**src/inc/led_sink_pkg.sv**
```systemverilog
// Constants shared by the serial LED sink controller.
//
// Notes on behaviour
// - Eight-bit register shifts on each rising clock.
// - First bit shifted lands in top position.
// - Serial output shows top bit, falling edge.
// - Register always shifts or loads faults.
// - Latch enable high: output register follows.
// - Latch enable low: output register holds.
// - Enable low drives channels, high all off.
// - Entry command spans five serial clocks.
// - Entry latches at four, glitches at two.
// - Capture only honoured after entry command.
// - One capture per entry into mode.
// - During capture hold, load faults, ignore input.
// - Channel seven fault on output next fall.
// - Fault bit one, normal bit zero.
// - Fault is open or short detected.
// - Open flagged only for enabled low-current channel.
// - Short flag set high, cleared low threshold.
// - Exit: latch low five clocks, enable second.
package led_sink_pkg;

    // ************************************************************
    // Command recognition
    // ************************************************************
    localparam int unsigned CMD_CLOCKS         = 5;        // Clocks in one command window
    // History bit 4 holds clock one of the window, bit 0 clock five
    localparam logic [4:0]  CMD_ENABLE_N_SHAPE = 5'h17;    // Enable low at clock two only
    localparam logic [4:0]  ENTRY_LATCH_SHAPE  = 5'h02;    // Latch high at clock four only
    localparam logic [4:0]  EXIT_LATCH_SHAPE   = 5'h00;    // Latch low throughout
    localparam logic [1:0]  CAPTURE_MIN_CLOCKS = 2'h3;     // Least enable-low clocks for a capture

    // ************************************************************
    // Reset values
    // ************************************************************
    localparam logic [4:0]  HISTORY_RESET      = 5'h1f;    // Enable idle high, latch idle low
    localparam logic        SERIAL_OUT_RESET   = 1'h0;     // Serial output after reset
    localparam logic [3:0]  PIN_IDLE           = 4'h8;     // Clock, data, latch low; enable high

    // ************************************************************
    // Synchroniser depth
    // ************************************************************
    localparam int unsigned SYNC_STAGES        = 2;        // Flip-flops ahead of any logic

endpackage

```
**src/led_sink_shift_latch_errdet.sv**
```systemverilog
// Serial-in parallel-out control with latch, global enable and fault capture.
`timescale 1ns/1ps

module led_sink_shift_latch_errdet #(
    parameter int unsigned CHANNEL_COUNT = 8                     // Number of sink channels
) (
    input  wire logic                     mclk_in,                              // System clock, 200 MHz
    input  wire logic                     reset_in,                             // Asynchronous reset, high
    input  wire logic                     serial_clock_in,                      // Host serial clock pin
    input  wire logic                     serial_in,                            // Host serial data pin
    input  wire logic                     latch_enable_detect_mode_one_in,      // Latch enable pin
    input  wire logic                     output_enable_detect_mode_two_n_in,   // Output enable pin, low
    input  wire logic [CHANNEL_COUNT-1:0] open_below_threshold_in,             // Current under open threshold
    input  wire logic [CHANNEL_COUNT-1:0] short_above_set_in,                  // Voltage over short set level
    input  wire logic [CHANNEL_COUNT-1:0] short_below_clear_in,                // Voltage under clear level
    output logic                          serial_out,                          // Chain output pin
    output logic [CHANNEL_COUNT-1:0]      channel_sinks_out                    // Channel sink on commands
);

    // ************************************************************
    // Elaboration checks
    // ************************************************************
    // The shift path takes a slice below the top bit, so one channel is refused
    generate
        if (CHANNEL_COUNT < 2) begin : g_width_check
            $error("CHANNEL_COUNT must be at least two");
        end
    endgenerate

    // ************************************************************
    // Declarations
    // ************************************************************
    localparam int unsigned SYNC_WIDTH = 4 + 3 * CHANNEL_COUNT;   // All pins taken through the synchroniser
    // Idle pin levels after reset, so no false enable follows reset
    localparam logic [SYNC_WIDTH-1:0] SYNC_RESET = SYNC_WIDTH'(led_sink_pkg::PIN_IDLE);

    // Mode of the fault logic
    typedef enum logic [2:0] {
        MODE_NORMAL = 3'h1,                                       // Ordinary shift and latch
        MODE_ARMED  = 3'h2,                                       // Detect mode, capture allowed
        MODE_SPENT  = 3'h4                                        // Detect mode, capture used up
    } mode_state_type;

    logic [SYNC_WIDTH-1:0]    sync_first_reg;                     // First synchroniser stage
    logic [SYNC_WIDTH-1:0]    sync_second_reg;                    // Second synchroniser stage
    logic                     sclk_prev_reg;                      // Serial clock one cycle back
    logic                     sclk_now;                           // Synchronised serial clock
    logic                     data_now;                           // Synchronised serial data
    logic                     latch_now;                          // Synchronised latch enable
    logic                     enable_n_now;                       // Synchronised output enable
    logic [CHANNEL_COUNT-1:0] open_now;                           // Synchronised open comparators
    logic [CHANNEL_COUNT-1:0] short_set_now;                      // Synchronised short set comparators
    logic [CHANNEL_COUNT-1:0] short_clear_now;                    // Synchronised short clear comparators
    logic                     sclk_rise;                          // Rising serial clock seen
    logic                     sclk_fall;                          // Falling serial clock seen
    logic [CHANNEL_COUNT-1:0] shift_reg;                          // Serial shift register
    logic [CHANNEL_COUNT-1:0] shift_next;                         // Its next value on a rising clock
    logic [CHANNEL_COUNT-1:0] output_ctrl_reg;                    // Output control latch
    logic [CHANNEL_COUNT-1:0] short_flag_reg;                     // Short detection with hysteresis
    logic [CHANNEL_COUNT-1:0] fault_flags;                        // Per-channel fault status
    logic [4:0]               latch_hist_reg;                     // Latch samples of last five clocks
    logic [4:0]               enable_n_hist_reg;                  // Enable samples of last five clocks
    logic [4:0]               latch_hist_next;                    // History including this clock
    logic [4:0]               enable_n_hist_next;                 // History including this clock
    logic                     entry_seen;                         // Entry command completes now
    logic                     exit_seen;                          // Exit command completes now
    mode_state_type           mode_reg;                           // Fault logic mode
    mode_state_type           mode_next;                          // Its next value
    logic [1:0]               capture_count_reg;                  // Enable-low clocks while armed
    logic                     capture_load;                       // Shift register loads faults now

    // ************************************************************
    // Decoding shared by the entry and exit commands
    // ************************************************************
    // True when both sampled histories match a command shape
    function automatic logic command_match(
        input logic [4:0] latch_hist,
        input logic [4:0] enable_n_hist,
        input logic [4:0] latch_shape
    );
        command_match = (latch_hist == latch_shape) &&
                        (enable_n_hist == led_sink_pkg::CMD_ENABLE_N_SHAPE);
    endfunction

    // ************************************************************
    // Pin synchronisers
    // ************************************************************
    // Every pin is asynchronous to mclk, so it passes two flip-flops
    always_ff @(posedge mclk_in or posedge reset_in) begin
        if (reset_in) begin
            sync_first_reg  <= SYNC_RESET;
            sync_second_reg <= SYNC_RESET;
        end else begin
            sync_first_reg  <= {short_below_clear_in, short_above_set_in, open_below_threshold_in,
                                output_enable_detect_mode_two_n_in, latch_enable_detect_mode_one_in,
                                serial_in, serial_clock_in};
            sync_second_reg <= sync_first_reg;
        end
    end

    // Split the second stage into named signals
    always_comb begin
        sclk_now        = sync_second_reg[0];
        data_now        = sync_second_reg[1];
        latch_now       = sync_second_reg[2];
        enable_n_now    = sync_second_reg[3];
        open_now        = sync_second_reg[4 +: CHANNEL_COUNT];
        short_set_now   = sync_second_reg[4 + CHANNEL_COUNT +: CHANNEL_COUNT];
        short_clear_now = sync_second_reg[4 + 2 * CHANNEL_COUNT +: CHANNEL_COUNT];
    end

    // ************************************************************
    // Serial clock edges
    // ************************************************************
    // Previous clock level for edge detection, taken from stage two only
    // Reset low matches the idle serial clock, so no false rise follows reset
    always_ff @(posedge mclk_in or posedge reset_in) begin
        if (reset_in) begin
            sclk_prev_reg <= 1'h0;
        end else begin
            sclk_prev_reg <= sclk_now;
        end
    end

    // One-cycle enables for each serial clock edge
    always_comb begin
        sclk_rise = sclk_now && !sclk_prev_reg;
        sclk_fall = !sclk_now && sclk_prev_reg;
    end

    // ************************************************************
    // Fault detection
    // ************************************************************
    // Per channel: short flag with hysteresis, only for a driven sink
    // Set wins when set and clear comparators both report in one cycle
    generate
        for (genvar ch = 0; ch < CHANNEL_COUNT; ch++) begin : g_short
            always_ff @(posedge mclk_in or posedge reset_in) begin
                if (reset_in) begin
                    short_flag_reg[ch] <= 1'h0;
                end else if (!channel_sinks_out[ch]) begin
                    // Channel off, no detection possible
                    short_flag_reg[ch] <= 1'h0;
                end else if (short_set_now[ch]) begin
                    short_flag_reg[ch] <= 1'h1;
                end else if (short_clear_now[ch]) begin
                    short_flag_reg[ch] <= 1'h0;
                end
            end
        end
    endgenerate

    // Open comparator is read live; only the short path keeps state
    // Fault is one for an error, zero for normal or an off channel
    always_comb begin
        fault_flags = channel_sinks_out & (open_now | short_flag_reg);
    end

    // ************************************************************
    // Command recogniser
    // ************************************************************
    // Histories grow by the levels sampled at this rising clock
    // Sliding window: normal traffic matching a shape counts as a command
    always_comb begin
        latch_hist_next    = {latch_hist_reg[3:0], latch_now};
        enable_n_hist_next = {enable_n_hist_reg[3:0], enable_n_now};
        entry_seen = command_match(latch_hist_next, enable_n_hist_next,
                                   led_sink_pkg::ENTRY_LATCH_SHAPE);
        exit_seen  = command_match(latch_hist_next, enable_n_hist_next,
                                   led_sink_pkg::EXIT_LATCH_SHAPE);
    end

    // Window of the last five serial clocks
    always_ff @(posedge mclk_in or posedge reset_in) begin
        if (reset_in) begin
            latch_hist_reg    <= ~led_sink_pkg::HISTORY_RESET;
            enable_n_hist_reg <= led_sink_pkg::HISTORY_RESET;
        end else if (sclk_rise) begin
            latch_hist_reg    <= latch_hist_next;
            enable_n_hist_reg <= enable_n_hist_next;
        end
    end

    // ************************************************************
    // Mode state machine
    // ************************************************************
    // Entry arms one capture; a finished capture spends it; exit leaves
    // Capture needs three enable-low clocks before release to be spent
    always_comb begin
        mode_next = mode_reg;
        case (mode_reg)
            MODE_NORMAL: begin
                if (entry_seen) begin
                    mode_next = MODE_ARMED;
                end
            end
            MODE_ARMED: begin
                if (exit_seen) begin
                    mode_next = MODE_NORMAL;
                end else if (enable_n_now && capture_count_reg == led_sink_pkg::CAPTURE_MIN_CLOCKS) begin
                    mode_next = MODE_SPENT;
                end
            end
            MODE_SPENT: begin
                if (exit_seen) begin
                    mode_next = MODE_NORMAL;
                end else if (entry_seen) begin
                    mode_next = MODE_ARMED;
                end
            end
            default: begin
                mode_next = MODE_NORMAL;
            end
        endcase
    end

    // Mode advances only on rising serial clocks
    always_ff @(posedge mclk_in or posedge reset_in) begin
        if (reset_in) begin
            mode_reg <= MODE_NORMAL;
        end else if (sclk_rise) begin
            mode_reg <= mode_next;
        end
    end

    // Counts enable-low clocks while armed, saturating at the minimum
    always_ff @(posedge mclk_in or posedge reset_in) begin
        if (reset_in) begin
            capture_count_reg <= 2'h0;
        end else if (sclk_rise) begin
            if (mode_reg != MODE_ARMED || enable_n_now) begin
                capture_count_reg <= 2'h0;
            end else if (capture_count_reg != led_sink_pkg::CAPTURE_MIN_CLOCKS) begin
                capture_count_reg <= capture_count_reg + 2'h1;
            end
        end
    end

    // A single enable-low clock while armed, as in the exit command, loads too
    // Faults load only while armed and enable is held low
    always_comb begin
        capture_load = (mode_reg == MODE_ARMED) && !enable_n_now;
    end

    // ************************************************************
    // Shift register
    // ************************************************************
    // Shift towards the top so the first bit ends highest, else load faults
    always_comb begin
        if (capture_load) begin
            shift_next = fault_flags;
        end else begin
            shift_next = {shift_reg[CHANNEL_COUNT-2:0], data_now};
        end
    end

    // Every rising serial clock updates the register
    always_ff @(posedge mclk_in or posedge reset_in) begin
        if (reset_in) begin
            shift_reg <= '0;
        end else if (sclk_rise) begin
            shift_reg <= shift_next;
        end
    end

    // Top bit goes out on the falling clock for the next device
    // A chained device then sees it settled well before its own rising clock
    always_ff @(posedge mclk_in or posedge reset_in) begin
        if (reset_in) begin
            serial_out <= led_sink_pkg::SERIAL_OUT_RESET;
        end else if (sclk_fall) begin
            serial_out <= shift_reg[CHANNEL_COUNT-1];
        end
    end

    // ************************************************************
    // Output latch and channel drive
    // ************************************************************
    // Transparent while latch enable is high, holds while low
    // Follows the synchronised level, so it trails the pin by a few mclk cycles
    always_ff @(posedge mclk_in or posedge reset_in) begin
        if (reset_in) begin
            output_ctrl_reg <= '0;
        end else if (latch_now) begin
            output_ctrl_reg <= shift_reg;
        end
    end
    // Latch low: output_ctrl_reg keeps its value

    // Enable low drives channels from the latch, including the entry glitch
    // Registered, so the sinks never see a decoding glitch of their own
    always_ff @(posedge mclk_in or posedge reset_in) begin
        if (reset_in) begin
            channel_sinks_out <= '0;
        end else if (!enable_n_now) begin
            channel_sinks_out <= output_ctrl_reg;
        end else begin
            channel_sinks_out <= '0;
        end
    end

endmodule

```
**config.mk**
```make
export PLATFORM = sky130hd
export DESIGN_NAME = led_sink_shift_latch_errdet
export DESIGN_NICKNAME = d
export VERILOG_FILES = /design/src/inc/led_sink_pkg.sv /design/src/led_sink_shift_latch_errdet.sv
export SDC_FILE = /design/constraint.sdc
export NUM_CORES = 1
export LEC_CHECK = 0
export ABC_AREA = 1
export BUFFER_PORTS_ARGS = -buffer_cell sky130_fd_sc_hd__clkbuf_2
export CAP_MARGIN = 20
export CORE_MARGIN = 10
export CORE_UTILIZATION = 45
export DETAILED_ROUTE_END_ITERATION = 10
export PLACE_DENSITY_LB_ADDON = 0.12
export SYNTH_ARGS = -nofsm -noshare
export SYNTH_HDL_FRONTEND = slang
export SYNTH_SLANG_ARGS = --single-unit
```
**constraint.sdc**
```tcl
create_clock -name mclk_in -period 6 [get_ports mclk_in]
set_input_delay 0.9 -clock mclk_in [delete_from_list [all_inputs] [get_ports mclk_in]]
set_output_delay 0.9 -clock mclk_in [all_outputs]
set_load 0.1 [all_outputs]
```
==> flow_metrics.env <==
export IMPL_cts_inserted_buffers=9
export IMPL_cts_sinks=103
export IMPL_cts_tree="built"
export IMPL_fmax_mhz=473
export IMPL_met2_usage_pct=16.0
export IMPL_die_w_um=108
export IMPL_worstMarginPinSlew_ps=591
export IMPL_grt_remaining_overflow=0
export IMPL_h_tree_depth=3
export IMPL_yosysUniqueCellTypes=24
export IMPL_grt_pass1_vias=2095
export IMPL_path_buf_inv=1
export IMPL_switching_share_pct=27.7
export IMPL_power_frac_comb_pct=11.4
export IMPL_rsz0062_at_grt="no"
export IMPL_whs_ps=351
export IMPL_die_h_um=108
export IMPL_path_cells="clkbuf_2"
export IMPL_use_met1_pct=12.3
export IMPL_synthCells=288
export IMPL_start_util_pct=47.0
export IMPL_drc=0
export IMPL_crit_family="buffers and inverters"
export IMPL_synth_edf_count=0
export IMPL_clkLatencyLatePin_ps=350
export IMPL_root_buffer="clkbuf_8"
export IMPL_critical_path_class="reg2out"
export IMPL_grt_pass1_wl_mm=9.46
export IMPL_p_seq_share_pct=59.4
export IMPL_outcome="complete, no violations"
export IMPL_switching_power_mw=0.371
export IMPL_relSlewSlack_pct=60.6
export IMPL_cts_setup_buffers=0
export IMPL_slowest_stage="clkbuf_2"
export IMPL_via_count=1986
export IMPL_rows=31
export IMPL_place_gp_congestion=0.697
export IMPL_clkSlewWorstSetupHoldPaths_ps=90
export IMPL_use_met3_pct=3.65
export IMPL_worstPathMaxFanout=3
export IMPL_antenna_found_initial=0
export IMPL_p_int_mw=0.967
export IMPL_peakVddDrop_v=0.000169
export IMPL_stdcell_count=437
export IMPL_drt_iter0_drc=79
export IMPL_cts_resized=0
export IMPL_fin_util_pct=53.6
export IMPL_fin_crit_sh_pct=35.2
export IMPL_wl_per_cell_um=12.1
export IMPL_cts_path_max_buffers=2
export IMPL_finClkSkew_ps=10.2
export IMPL_ctsHoldBuffers=0
export IMPL_min_from="sync_first_reg[18]"
export IMPL_dpl_hpwl_mm=3.41
export IMPL_nNetsFinal=364
export IMPL_slew_violations=0
export IMPL_cp_end_kind="primary output"
export IMPL_worst_setup_path_start_kind="register"
export IMPL_setup_viol=0
export IMPL_grt_max_degree=86
export IMPL_synth_seq_cells=103
export IMPL_syn_area_um2=3460
export IMPL_startpoint="channel_sinks_out[6]"
export IMPL_synth_async_sr_flop_share_pct=100
export IMPL_slowest_delay_ps=480
export IMPL_min_path_type="reg2reg"
export IMPL_clkPwrFrac_pct=29.2
export IMPL_period_minus_slack_ps=2110
export IMPL_grt_usage_pct=10.2
export IMPL_core_area_um2=7370
export IMPL_grt_busiest_layer="met2"
export IMPL_drive_above_1_share_pct=22.8
export IMPL_finalSetupTns_ps=0
export IMPL_synthToLayoutAreaGrowth_pct=14.1
export IMPL_worstReg2RegStart="sync_second_reg[3]"
export IMPL_dr_pass1_iters=4
export IMPL_leakage_nw=1.90
export IMPL_wl_mm=5.30
export IMPL_synth_seq_area_share_pct=74.7
export IMPL_port_buffers=38
export IMPL_yosys_most_used_dff="dfrtp_1"
export IMPL_finalHoldViolCount=0
export IMPL_die_area_um2=11600
export IMPL_cap_violations=0
export IMPL_postRouteAntennaNets=0
export IMPL_cp_data_required_time_ps=5100
export IMPL_diodes=0
export IMPL_io_pins=39
export IMPL_reg2reg_slack_ps=4500
export IMPL_dpl_cell_count=420
export IMPL_syn_nets=319
export IMPL_cp_data_arrival_time_ps=1210
export IMPL_avgSynthCellArea_um2=12.0
export IMPL_powerDensity_nw_per_um2=339
export IMPL_ys_warnings_count=0
export IMPL_via_per_inst=4.54
export IMPL_power_mw=1.34
==> power groups by stage <==
stage	Combinational [mW]	Sequential, mW	Clock [mW]
finish	0.153	0.795	0.391
detailed placement	0.154	0.809	0
global route	0.172	0.803	0.438
CTS	0.155	0.796	0.407
floorplan	0.0739	0.848	0
global placement	0.151	0.808	0
==> routing by layer <==
layer  routed length (um)  part of all wire [%]  up-vias
met5                    0                     0        -
met4                   51                  0.96        0
li1                     -                     -      992
met2                 2420                    46       31
met3                  226                   4.3        4
met1                 2600                    49      959
==> Yosys cell counts (2+ instances only) <==
cell	count	share of area [%]
nand2_1	66	7.2
buf_6	2	0.65
nor2_1	20	2.2
nand2_2	3	0.54
o21a_1	8	1.7
dfstp_2	7	5.3
nor2_4	3	0.98
dfrtp_1	96	69
nand3_2	2	0.58
o21ai_0	24	3.5
buf_2	3	0.43
inv_1	28	3.0
o211ai_1	8	1.7
nand3_1	6	0.87
clkbuf_1	2	0.22
inv_2	2	0.22
==> per-stage QoR <==
stage | area [um^2] | worst slack [ps]
floorplan | 3460 | 2410
global placement | 3750 | 3810
detailed placement | 3750 | 3780
CTS | 3930 | 3850
global route | 3950 | 3810
finish | 3950 | 3890
==> kinds of logic after synthesis <==
logic type                 share of synthesized area (%)
AOI/OAI and AO/OA                                   7.59
adders and majority gates                          0.361
buffers and inverters                               4.70
DFF                                                 74.7
and+or+nand+nor                                     12.6
==> final cells by class <==
| type | instances | area (um^2) |
|---|---|---|
| fill | 662 | 3420 |
| clock buffer | 10 | 138 |
| tap | 99 | 124 |
| multi-input combinational | 147 | 713 |
| timing repair buffer | 41 | 225 |
| inverter | 31 | 120 |
| clock inverter | 6 | 45.0 |
| sequential | 103 | 2590 |
==> placed cells by master (no fill, tap or decap), drive strengths merged <==
master    synthesis  final
dfrtp            96     96
nand2            69     69
clkbuf            2     48
inv              30     31
o21ai            25     25
nor2             24     24
o211ai            8      8
o21a              8      8
nand3             8      8
dfstp             7      7
clkinv            1      4
buf               5      3
clkinvlp          0      2
or2               1      1
o22ai             1      1
a21oi             1      1
a31oi             1      1
ha                1      1
==> final timing paths <==
path | endpoint | cells after the start
setup reg to reg | mode_reg[0] | 8
hold / removal | sync_second_reg[18] | 0
hold reg to reg | sync_second_reg[18] | 0
min in group asynchronous | sync_first_reg[13] | 2
max in group asynchronous | channel_sinks_out[4] | 4
setup / recovery | channel_sinks_out[6] | 1
No activity file was read; power rests on OpenSTA's default activity.
